==> src/hdl/moss_pkg.sv <==
// Constants for the three-output switch sequencer
package moss_pkg;
  localparam int NUM_CH = 3;
  localparam int CH_W = 2;
  localparam int TV_W = 7;
  localparam int IP_W = 2;
  localparam int EN_W = 3;
  localparam int DRV_W = 2;
  localparam int FAULT_CNT_W = 16;
  // Enable field upper bits: forced on (0b11x), forced off (0b10x)
  localparam logic [1:0] EN_FORCED_ON = 2'h3;
  localparam logic [1:0] EN_FORCED_OFF = 2'h2;
  // Recommended drive strength
  localparam logic [1:0] DRV_RECOMMENDED = 2'h1;
  // Per-channel default of the discharge enable bit
  localparam logic [2:0] DISCHARGE_DEFAULT = 3'h7;
  // Soft-start step time of one target code
  localparam int SS_STEP_NS = 200;
  localparam int CLK_PERIOD_NS = 10;
  localparam int SS_STEP_CYCLES = (SS_STEP_NS + CLK_PERIOD_NS - 1) / CLK_PERIOD_NS;
  localparam int SS_CNT_W = 8;
  // Startup fault timeout
  localparam int FAULT_TIMEOUT_US = 100;
  localparam int FAULT_TIMEOUT_CYCLES = FAULT_TIMEOUT_US * 1000 / CLK_PERIOD_NS;
  // Sequencer states
  typedef enum logic [2:0] {
    MOSS_IDLE = 3'h1,
    MOSS_CHARGE = 3'h2,
    MOSS_DISCHARGE = 3'h4
  } moss_state_t;
endpackage

==> src/hdl/moss_soft_start.sv <==
// Per-channel soft-start ramp of the target voltage code
`timescale 1ns/100ps
`default_nettype none
module moss_soft_start
(
  input wire logic clock,
  input wire logic rst,
  input wire logic chan_on,
  input wire logic [moss_pkg::TV_W-1:0] target_code,
  output logic [moss_pkg::TV_W-1:0] ramp_code_reg,
  output logic ramp_done
);
  logic [moss_pkg::SS_CNT_W-1:0] step_cnt_reg;
  logic step_tick;

  assign step_tick = (step_cnt_reg == moss_pkg::SS_CNT_W'(moss_pkg::SS_STEP_CYCLES - 1));
  assign ramp_done = (ramp_code_reg == target_code);

  always_ff @(posedge clock or posedge rst)
  begin
    if (rst)
      step_cnt_reg <= 8'h00;
    else if (!chan_on || step_tick)
      step_cnt_reg <= 8'h00;
    else
      step_cnt_reg <= step_cnt_reg + 8'h01;
  end

  // Rises one code per step; falls at once
  always_ff @(posedge clock or posedge rst)
  begin
    if (rst)
      ramp_code_reg <= 7'h00;
    else if (!chan_on)
      ramp_code_reg <= 7'h00;
    else if (ramp_code_reg > target_code)
      ramp_code_reg <= target_code;
    else if (step_tick && !ramp_done)
      ramp_code_reg <= ramp_code_reg + 7'h01;
  end
endmodule
`default_nettype wire

==> src/hdl/moss_sequencer.sv <==
`timescale 1ns/100ps
`default_nettype none
module moss_sequencer
#(
  parameter logic [15:0] FAULT_TIMEOUT_CYCLES = 16'(moss_pkg::FAULT_TIMEOUT_CYCLES)
)
(
  input wire logic clock,
  input wire logic rst,
  input wire logic [2:0][6:0] target_voltage_code,
  input wire logic [2:0][1:0] peak_current_limit,
  input wire logic [2:0][2:0] channel_enable_ctrl,
  input wire logic [2:0] discharge_enable,
  input wire logic [2:0] buck_select,
  input wire logic [1:0] gate_drive_strength,
  input wire logic [2:0] fault_clear,
  input wire logic main_bias_on,
  input wire logic supply_uvlo,
  input wire logic [2:0] below_target_cmp,
  input wire logic peak_current_cmp,
  input wire logic zero_cross_detect,
  output logic input_high_switch,
  output logic input_low_switch,
  output logic [2:0] channel_output_switch,
  output logic output_ground_switch,
  output logic [2:0] discharge_switch,
  output logic [1:0] gate_drive_level,
  output logic [1:0] peak_limit_sel,
  output logic [2:0][6:0] ramp_target_code,
  output logic [2:0] fault_flag,
  output logic seq_idle
);
  // Asynchronous analog inputs
  logic [6:0] sync1_reg;
  logic [6:0] sync2_reg;
  logic [2:0] below_sync;
  logic peak_sync;
  logic zx_sync;
  logic bias_sync;
  logic uvlo_sync;

  always_ff @(posedge clock or posedge rst)
  begin
    if (rst)
    begin
      sync1_reg <= 7'h00;
      sync2_reg <= 7'h00;
    end
    else
    begin
      sync1_reg <= {supply_uvlo, main_bias_on, zero_cross_detect, peak_current_cmp,
                    below_target_cmp};
      sync2_reg <= sync1_reg;
    end
  end

  assign below_sync = sync2_reg[2:0];
  assign peak_sync = sync2_reg[3];
  assign zx_sync = sync2_reg[4];
  assign bias_sync = sync2_reg[5];
  assign uvlo_sync = sync2_reg[6];

  // Channel on/off and service requests
  logic [2:0] forced_on;
  logic [2:0] chan_on;
  logic [2:0] request;
  logic [2:0] ramp_done;

  always_comb
  begin
    for (int i = 0; i < moss_pkg::NUM_CH; i++)
    begin
      forced_on[i] = (channel_enable_ctrl[i][2:1] == moss_pkg::EN_FORCED_ON);
      chan_on[i] = forced_on[i] ||
                   ((channel_enable_ctrl[i][2:1] != moss_pkg::EN_FORCED_OFF) && bias_sync);
      request[i] = chan_on[i] && below_sync[i];
    end
  end

  genvar g;
  generate
    for (g = 0; g < moss_pkg::NUM_CH; g++)
    begin : gen_ss
      moss_soft_start u_ss
      (
        .clock(clock),
        .rst(rst),
        .chan_on(chan_on[g]),
        .target_code(target_voltage_code[g]),
        .ramp_code_reg(ramp_target_code[g]),
        .ramp_done(ramp_done[g])
      );
    end
  endgenerate

  // Rotating choice: first requester after the last served one
  moss_pkg::moss_state_t state_reg;
  moss_pkg::moss_state_t state_next;
  logic [1:0] cur_ch_reg;
  logic [1:0] pick_ch;
  logic buck_cur_reg;
  logic [1:0] cand;

  always_comb
  begin
    pick_ch = cur_ch_reg;
    cand = 2'h0;
    for (int k = 3; k >= 1; k--)
    begin
      cand = 2'((32'(cur_ch_reg) + k) % moss_pkg::NUM_CH);
      if (request[cand])
        pick_ch = cand;
    end
  end

  always_comb
  begin
    case (state_reg)
      moss_pkg::MOSS_IDLE:
        state_next = (request != 3'h0) ? moss_pkg::MOSS_CHARGE : moss_pkg::MOSS_IDLE;
      moss_pkg::MOSS_CHARGE:
        state_next = peak_sync ? moss_pkg::MOSS_DISCHARGE : moss_pkg::MOSS_CHARGE;
      moss_pkg::MOSS_DISCHARGE:
        state_next = zx_sync ? moss_pkg::MOSS_IDLE : moss_pkg::MOSS_DISCHARGE;
      default:
        state_next = moss_pkg::MOSS_IDLE;
    endcase
  end

  always_ff @(posedge clock or posedge rst)
  begin
    if (rst)
      state_reg <= moss_pkg::MOSS_IDLE;
    else
      state_reg <= state_next;
  end

  // Channel and mode latched for the whole cycle
  always_ff @(posedge clock or posedge rst)
  begin
    if (rst)
    begin
      cur_ch_reg <= 2'h2;
      buck_cur_reg <= 1'h0;
      peak_limit_sel <= 2'h0;
    end
    else if (state_reg == moss_pkg::MOSS_IDLE && request != 3'h0)
    begin
      cur_ch_reg <= pick_ch;
      buck_cur_reg <= buck_select[pick_ch];
      peak_limit_sel <= peak_current_limit[pick_ch];
    end
  end

  // Switch drive, registered from the next state
  always_ff @(posedge clock or posedge rst)
  begin
    if (rst)
    begin
      input_high_switch <= 1'h0;
      input_low_switch <= 1'h0;
      channel_output_switch <= 3'h0;
      output_ground_switch <= 1'h0;
    end
    else
    begin
      input_high_switch <= 1'h0;
      input_low_switch <= 1'h0;
      channel_output_switch <= 3'h0;
      output_ground_switch <= 1'h0;
      case (state_next)
        moss_pkg::MOSS_CHARGE:
        begin
          input_high_switch <= 1'h1;
          if (state_reg == moss_pkg::MOSS_IDLE ? buck_select[pick_ch] : buck_cur_reg)
            channel_output_switch <= 3'h1 << (state_reg == moss_pkg::MOSS_IDLE ?
                                              pick_ch : cur_ch_reg);
          else
            output_ground_switch <= 1'h1;
        end
        moss_pkg::MOSS_DISCHARGE:
        begin
          input_low_switch <= 1'h1;
          channel_output_switch <= 3'h1 << cur_ch_reg;
        end
        default:
        begin
          input_high_switch <= 1'h0;
        end
      endcase
    end
  end

  always_ff @(posedge clock or posedge rst)
  begin
    if (rst)
      seq_idle <= 1'h1;
    else
      seq_idle <= (state_next == moss_pkg::MOSS_IDLE);
  end

  // Drive strength passed to the gate drivers
  always_ff @(posedge clock or posedge rst)
  begin
    if (rst)
      gate_drive_level <= moss_pkg::DRV_RECOMMENDED;
    else
      gate_drive_level <= gate_drive_strength;
  end

  // Active discharge resistor switches
  always_ff @(posedge clock or posedge rst)
  begin
    if (rst)
      discharge_switch <= 3'h0;
    else
      discharge_switch <= (discharge_enable & ~chan_on & ~forced_on)
                          | ({3{uvlo_sync}} & moss_pkg::DISCHARGE_DEFAULT);
  end

  // Startup timeout and sticky fault flags
  logic [2:0][15:0] fault_cnt_reg;
  logic [2:0] reached_reg;

  always_ff @(posedge clock or posedge rst)
  begin
    if (rst)
    begin
      fault_cnt_reg <= '0;
      reached_reg <= 3'h0;
    end
    else
    begin
      for (int i = 0; i < moss_pkg::NUM_CH; i++)
      begin
        if (!chan_on[i])
        begin
          fault_cnt_reg[i] <= 16'h0000;
          reached_reg[i] <= 1'h0;
        end
        else if (!reached_reg[i])
        begin
          if (ramp_done[i] && !below_sync[i])
            reached_reg[i] <= 1'h1;
          if (fault_cnt_reg[i] != FAULT_TIMEOUT_CYCLES)
            fault_cnt_reg[i] <= fault_cnt_reg[i] + 16'h0001;
        end
      end
    end
  end

  // Set wins over a clear in the same cycle
  always_ff @(posedge clock or posedge rst)
  begin
    if (rst)
      fault_flag <= 3'h0;
    else
    begin
      for (int i = 0; i < moss_pkg::NUM_CH; i++)
      begin
        if (chan_on[i] && !reached_reg[i] && fault_cnt_reg[i] == FAULT_TIMEOUT_CYCLES)
          fault_flag[i] <= 1'h1;
        else if (fault_clear[i])
          fault_flag[i] <= 1'h0;
      end
    end
  end

  // Checks
  logic [2:0] req_q;

  always_ff @(posedge clock or posedge rst)
  begin
    if (rst)
      req_q <= 3'h0;
    else
      req_q <= request;
  end
endmodule
`default_nettype wire

==> config.mk <==
export PLATFORM = sky130hd
export DESIGN_NAME = moss_sequencer
export DESIGN_NICKNAME = d
export VERILOG_FILES = /design/src/hdl/moss_pkg.sv /design/src/hdl/moss_soft_start.sv /design/src/hdl/moss_sequencer.sv
export SDC_FILE = /design/constraint.sdc
export NUM_CORES = 1
export LEC_CHECK = 0
export ABC_AREA = 1
export ABC_CLOCK_PERIOD_IN_PS = 4650
export CORE_MARGIN = 5
export CORE_UTILIZATION = 64
export CTS_CLUSTER_DIAMETER = 50
export DETAILED_ROUTE_END_ITERATION = 7
export DONT_BUFFER_PORTS = 1
export HOLD_SLACK_MARGIN = 0.15
export PLACE_DENSITY = 0.8
export SYNTH_ARGS = -nofsm -noshare
export SYNTH_HDL_FRONTEND = slang
export SYNTH_SLANG_ARGS = --single-unit
==> constraint.sdc <==
create_clock -name clock -period 4.65 [get_ports clock]
set_input_delay 0.465 -clock clock [delete_from_list [all_inputs] [get_ports clock]]
set_output_delay 0.465 -clock clock [all_outputs]
set_load 0.005 [all_outputs]
## Word-level counts from Yosys, hierarchy flattened

Index checks and enable logic that the tools add are counted.

| storage, ports and cells | value |
|---|---|
| register bits after elaboration | 133 |
| input bits | 56 |
| output and inout bits | 38 |
| logic and storage cells | 193 |

| operators by class | value |
|---|---|
| add/subtract/negate cells | 12 |
| divide/modulo/power cells | 3 |
| order comparisons | 7 |
| equality and inequality tests | 33 |
| shift-type cells | 2 |
| multiplexer cells | 61 |
| bitwise operators | 5 |
| reductions and logical operators | 44 |

Operator list:

| cell | number |
|---|---|
| $mux W16 | 9 |
| $mod A32 B2 Y32 const B | 3 |
| $mux W7 | 9 |
| $add A16 B1 Y16 const B | 3 |
| $eq A16 B14 Y1 const B | 3 |
| $ne A16 B14 Y1 const B | 3 |
| $add A8 B1 Y8 const B | 3 |
| $eq A8 B5 Y1 const B | 3 |
| $mux W1 | 24 |
| $mux W8 | 3 |
| $add A7 B1 Y7 const B | 3 |
| $eq A7 B7 Y1 | 3 |
| $gt A7 B7 Y1 | 3 |
| $logic_and A1 B1 Y1 | 19 |
| $ne A2 B2 Y1 const B | 9 |
| $logic_not A1 Y1 | 12 |
| $lt A2 B3 Y1 const B | 4 |
| $mux W2 | 6 |
| $mux W3 | 3 |
| $ne A3 B3 Y1 const B | 3 |
| $pmux W3 S3 | 1 |
| $bmux W1 S2 | 4 |
| $add A2 B2 Y3 const B | 2 |
| $and A3 B3 Y3 | 2 |
| other kinds (14) | 30 |

## Longest topological paths before layout

| logic depth | value |
|---|---|
| depth after elaboration | 14 |
| depth in mapped cells | 16 |
| mapped depth without buffers | 16 |

## Modules after synthesis

Synthesis repeated with hierarchy kept, for this count alone.

| unflattened totals | value |
|---|---|
| cells, all modules | 986 |
| area total of the unflattened synthesis | 7,880.1 um2 |

Modules (own cells, without submodules):

| module | times used | cells an instance | area each (um2) | sequential area each (um2) |
|---|---|---|---|---|
| moss_sequencer | 1 | 530 | 4,441.8 | 2,207.1 |
| moss_soft_start | 3 | 152 | 1,146.1 | 375.4 |

## Worst setup path before layout

OpenSTA, ideal clock, no wires.

| path | value |
|---|---|
| path type | register to register |
| start point | reg cur_ch_reg[1] |
| end point | reg channel_output_switch[0] |
| library setup time | 117 ps |
| arrival time | 1,839 ps |
| required time | 4,533 ps |
| slack | 2,694 ps |
| stages on the path, launching flop included | 16 |
| buffers on the path | 0 |
| clock period less this slack | 1,956 ps |
| cells stage by stage | dfstp_2 -> inv_1 -> ha_1 -> inv_1 -> nand3_1 -> nand3_1 -> nand2_1 -> nand2_1 -> inv_2 -> nand2_4 -> nand2_4 -> nand2_1 -> nand3_1 -> nand3_2 -> nand3_1 -> nand2_1 |

| on the way | value |
|---|---|
| word-level cells in the longest chain between the ends | 12 |
| elaborated cells on any way between the ends | 23 |
| classes of those cells | 3 x add/sub; 3 x div; 2 x shift; 15 x mux |

RTL lines:

| element | line | text |
|---|---|---|
| start, declared | moss_sequencer.sv:99 | `logic [1:0] cur_ch_reg;` |
| start signal, assigned | moss_sequencer.sv:149 | `cur_ch_reg <= pick_ch;` |
| $add A2 B2 Y3 | moss_sequencer.sv:110 | `cand = 2'((32'(cur_ch_reg) + k) % moss_pkg::NUM_CH);` |
| $mod A32 B2 Y32 | moss_sequencer.sv:110 |  |
| $bmux W1 S2 | moss_sequencer.sv:111 | `if (request[cand])` |
| $mux W1 (not written as such) | moss_sequencer.sv:111 |  |
| $mux W2 (3 in a row) | moss_sequencer.sv:111 |  |
| $bmux W1 S2 | moss_sequencer.sv:175 | `if (state_reg == moss_pkg::MOSS_IDLE ? buck_select[pick_ch] : buck_cur_reg)` |
| $mux W1 (not written as such) | moss_sequencer.sv:175 |  |
| $mux W1 | moss_sequencer.sv:175 |  |
| $mux W3 | moss_sequencer.sv:175 |  |
| $pmux W3 S2 * | moss_sequencer.sv:171 | `case (state_next)` |
| end signal, assigned | moss_sequencer.sv:176 | `channel_output_switch <= 3'h1 << (state_reg == moss_pkg::MOSS_IDLE ?` |
| end signal, assigned | moss_sequencer.sv:184 | `channel_output_switch <= 3'h1 << cur_ch_reg;` |
| end, declared | moss_sequencer.sv:24 | `output logic [2:0] channel_output_switch,` |

Mark *: on every way between the ends. The rest lies on a longest branch, timed or not. The select of a mux whose other input is x is not followed.
A chain may end at the register's enable or synchronous reset.

## Final worst setup path

| path | value |
|---|---|
| start point | reg gen_ss[1].u_ss.ramp_code_reg[6] in the netlist's numbering |
| end point | reg gen_ss[1].u_ss.ramp_code_reg[3] in the netlist's numbering |

| on the way | value |
|---|---|
| word-level cells in the longest chain between the ends | 4 |
| elaborated cells on any way between the ends | 7 |
| classes of those cells | 1 x order compare; 2 x eq/ne; 2 x mux; 2 x reduce/logical |

RTL lines:

| element | line | text |
|---|---|---|
| start, declared | moss_soft_start.sv:10 | `output logic [moss_pkg::TV_W-1:0] ramp_code_reg,` |
| start signal, assigned | moss_soft_start.sv:37 | `ramp_code_reg <= target_code;` |
| start signal, assigned | moss_soft_start.sv:39 | `ramp_code_reg <= ramp_code_reg + 7'h01;` |
| parallel branches: the longest is 4 deep, another holds $gt A7 B7 Y1 | -- |  |

Several ways; the timed one is not identified.

==> flow_summary_export.csv <==
group,metric,value,unit
run_status,status,"finished, final reports clean",
timing,worst_slack,2.23,ns
placement,dp_slack,2.23,ns
die,start_util,65.2,%
clocking,clk_path_buf_depth,2,
critical_path,critPathKind,"flop to flop",
timing,period_share,52.1,%
clocking,holdBufCountCts,14,
route,drc_errors,0,
layout,antenna_cells,0,
timing,finalSetupTns,0,ns
clocking,cts_tree,"done",
yosys,synth.cell_area,7410,µm²
power,switching_power,1080,µW
clocking,ctsRootBufferMaster,"clkbuf_16",
route,viasPerCell,5.82,
clocking,clk-insertion-delay-late,0.43,ns
layout,nets,1016,
route,m1WireLength,6.77,mm
clocking,ctsHtreeMaxLevel,4,
global_route,grt_pass1_wl,28.0,mm
layout,multi_input_area,3520,µm²
timing,slew-limit-headroom,22.3,%
clocking,cts_buffers,17,
critical_path,worstSetupEndpointType,"flop",
route,dr.max_layer_used,"met4",
layout,fillers,823,
clocking,cts_resized,0,
route,wl_met2,8.07,mm
route,wl_per_cell,15.0,µm
yosys,async_flop_share,100,%
die,die-width,118,µm
yosys,yosysUniqueCellTypes,47,
power,swShare,31.6,%
global_route,antenna_found_initial,0,
timing,fmax,413,MHz
route,route.vias.total,6267,
yosys,synth-seq-area-share,45.0,%
power,peakVddDrop,427,µV
layout,drive_gt1_share,8.03,%
die,pin_count,94,
timing,fin_crit,2.42,ns
route,final_antenna_net_count,0,
power,power_density,414,nW/µm²
placement,dp.cells,1031,
yosys,syn_nets,993,
power,clkPwrFrac,37.6,%
die,die_h,118,µm
yosys,ys.warnings.count,0,
layout,layout_common_cells,"nand2_1 (174), dfrtp_1 (129), inv_1 (119)",
worst_hold_path,hold_path.class,"input pin to flop",
route,drt-pass1-iter-count,5,
critical_path,startpoint_type,"flop",
die,rows,39,
critical_path,crit_path_max_fanout,17,
timing,tightest_slew,1.15,ns
yosys,postSynthCellCount,899,
die,die_area,13800,µm²
power,p_leak,0.00389,µW
yosys,syn_avg_cell_area,8.25,µm²
layout,final_common_cell,"nand2_1",
critical_path,required,4.97,ns
yosys,synth_top_area_cell,"dfrtp_1",
clocking,cts_sinks,133,
global_route,grt_max_degree,79,
route,wirelength,16.1,mm
placement,routabilityCongestion,0.900,
route,wl_met3,838,µm
yosys,ys_ff_latch,133,
global_route,grt_pass1_vias,6233,
layout,seq_area,3330,µm²
timing,setup_viol,0,
die,core_area,11400,µm²
timing,fin_worst_skew,0.00739,ns
layout,final_cells,1077,
yosys,ys_top_cells_by_area,"dfrtp_1 (44%), nand2_1 (8.8%), ha_1 (6.4%), inv_1 (6.1%), nand3_1 (4.4%)",
clocking,path_clk_slew,0.06,ns
route,drt_iter0_drc,414,
critical_path,worstPathArrival,2.74,ns
placement,port-buffer-count,0,
layout,areaGrowthSynthToFinish,11.3,%
clocking,post_cts_buffers,0,
power,p_int,2340,µW
power,power.share.combinational,22.8,%
timing,rsz0062_at_grt,"no",
power,seqPwrFrac,39.6,%
yosys,synth_top_area_share,43.5,%
placement,hpwlAfterDp,11.4,mm
layout,largest_reg_flops,48,
global_route,grt.total_usage,24.1,%
yosys,synth-edff-count,0,
run,max_cap_violations,0,
timing,finalHoldViolations,0,
timing,slew_violations,0,
power,total_power,3420,µW
global_route,globalRouteOverflowTotal,0,
yosys,synthFlopType,"dfrtp_1",
==> power by group through the flow <==
stage                     clock network (µW)  logic [µW]  registers, µW
after floorplan                            0         608           1350
after global placement                     0         708           1360
after detailed placement                   0         750           1370
after CTS                               1300         770           1350
after global routing                    1360         891           1370
final                                   1290         778           1350
==> cell usage after synthesis, types with 11 or more instances <==
library cell,count
o21ai_0,61
nand2_1,174
a21oi_1,41
nand4_1,22
inv_1,120
dfrtp_1,129
xor2_1,25
nor2_1,60
nand3_1,65
nor4_1,13
nor3_1,31
ha_1,38
nand2_2,11
==> logic make-up after synthesis <==
group,Yosys count,share of synthesized area [%]
xor+xnor,26,3.07
buf+inv,143,7.58
compound gates,151,12.1
fa+ha+maj,38,6.41
flops,133,45.0
simple gates,408,25.9
==> through the flow <==
| step | hold WS (ns) | util [%] | area, µm² |
|---|---|---|---|
| 2_1_floorplan | 0.331 | - | 7410 |
| 3_5_place_dp | 0.337 | 66.3 | 7540 |
| 5_1_grt | 0.229 | 72.6 | 8250 |
| 3_3_place_gp | 0.332 | 66.3 | 7540 |
| 6_report | 0.227 | 72.6 | 8250 |
| 4_1_cts | 0.152 | 72.5 | 8240 |
==> cell type report <==
| type | instances | area share [%] |
|---|---|---|
| well taps | 143 | 2.17 |
| inverters | 131 | 6.03 |
| clock inverters | 4 | 0.546 |
| clock buffers | 27 | 6.34 |
| repair buffers | 16 | 1.91 |
| flip-flops and latches | 133 | 40.4 |
| multi-input cells | 623 | 42.6 |
==> worst paths after layout <==
kind	start	end	slack, ns	cells past startpoint
hold reg to reg	sync1_reg[6]$_DFF_PP0_	sync2_reg[6]$_DFF_PP0_	0.35	0
setup reg to reg	gen_ss[1].u_ss.ramp_code_reg[6]$_DFFE_PP0P_	gen_ss[1].u_ss.ramp_code_reg[3]$_DFFE_PP0P_	2.23	9
setup / recovery	gen_ss[1].u_ss.ramp_code_reg[6]$_DFFE_PP0P_	gen_ss[1].u_ss.ramp_code_reg[3]$_DFFE_PP0P_	2.23	9
hold / removal	discharge_enable[2]	discharge_switch[2]$_DFF_PP0_	0.23	2
min in group asynchronous	rst	fault_flag[2]$_DFFE_PP0P_	0.66	2
max in group asynchronous	rst	state_reg[2]$_DFF_PP0_	2.85	3
==> per-layer routing <==
layer | GRT usage, % | up-vias
met5 | 0 | -
met4 | 11.3 | 0
met3 | 6.30 | 41
met2 | 40.0 | 183
met1 | 29.3 | 2986
li1 | - | 3057
==> critical path, cell delays in order (launching register included) <==
cell     delay, ns
dfrtp_1       0.44
ha_1          0.33
nand2_1       0.09
nor2_1        0.13
nand4_1       0.16
nand2_1       0.43
nand2_1       0.25
nand2_1       0.13
inv_1         0.13
a32o_1        0.22
No activity file was read; power rests on OpenSTA's default activity.
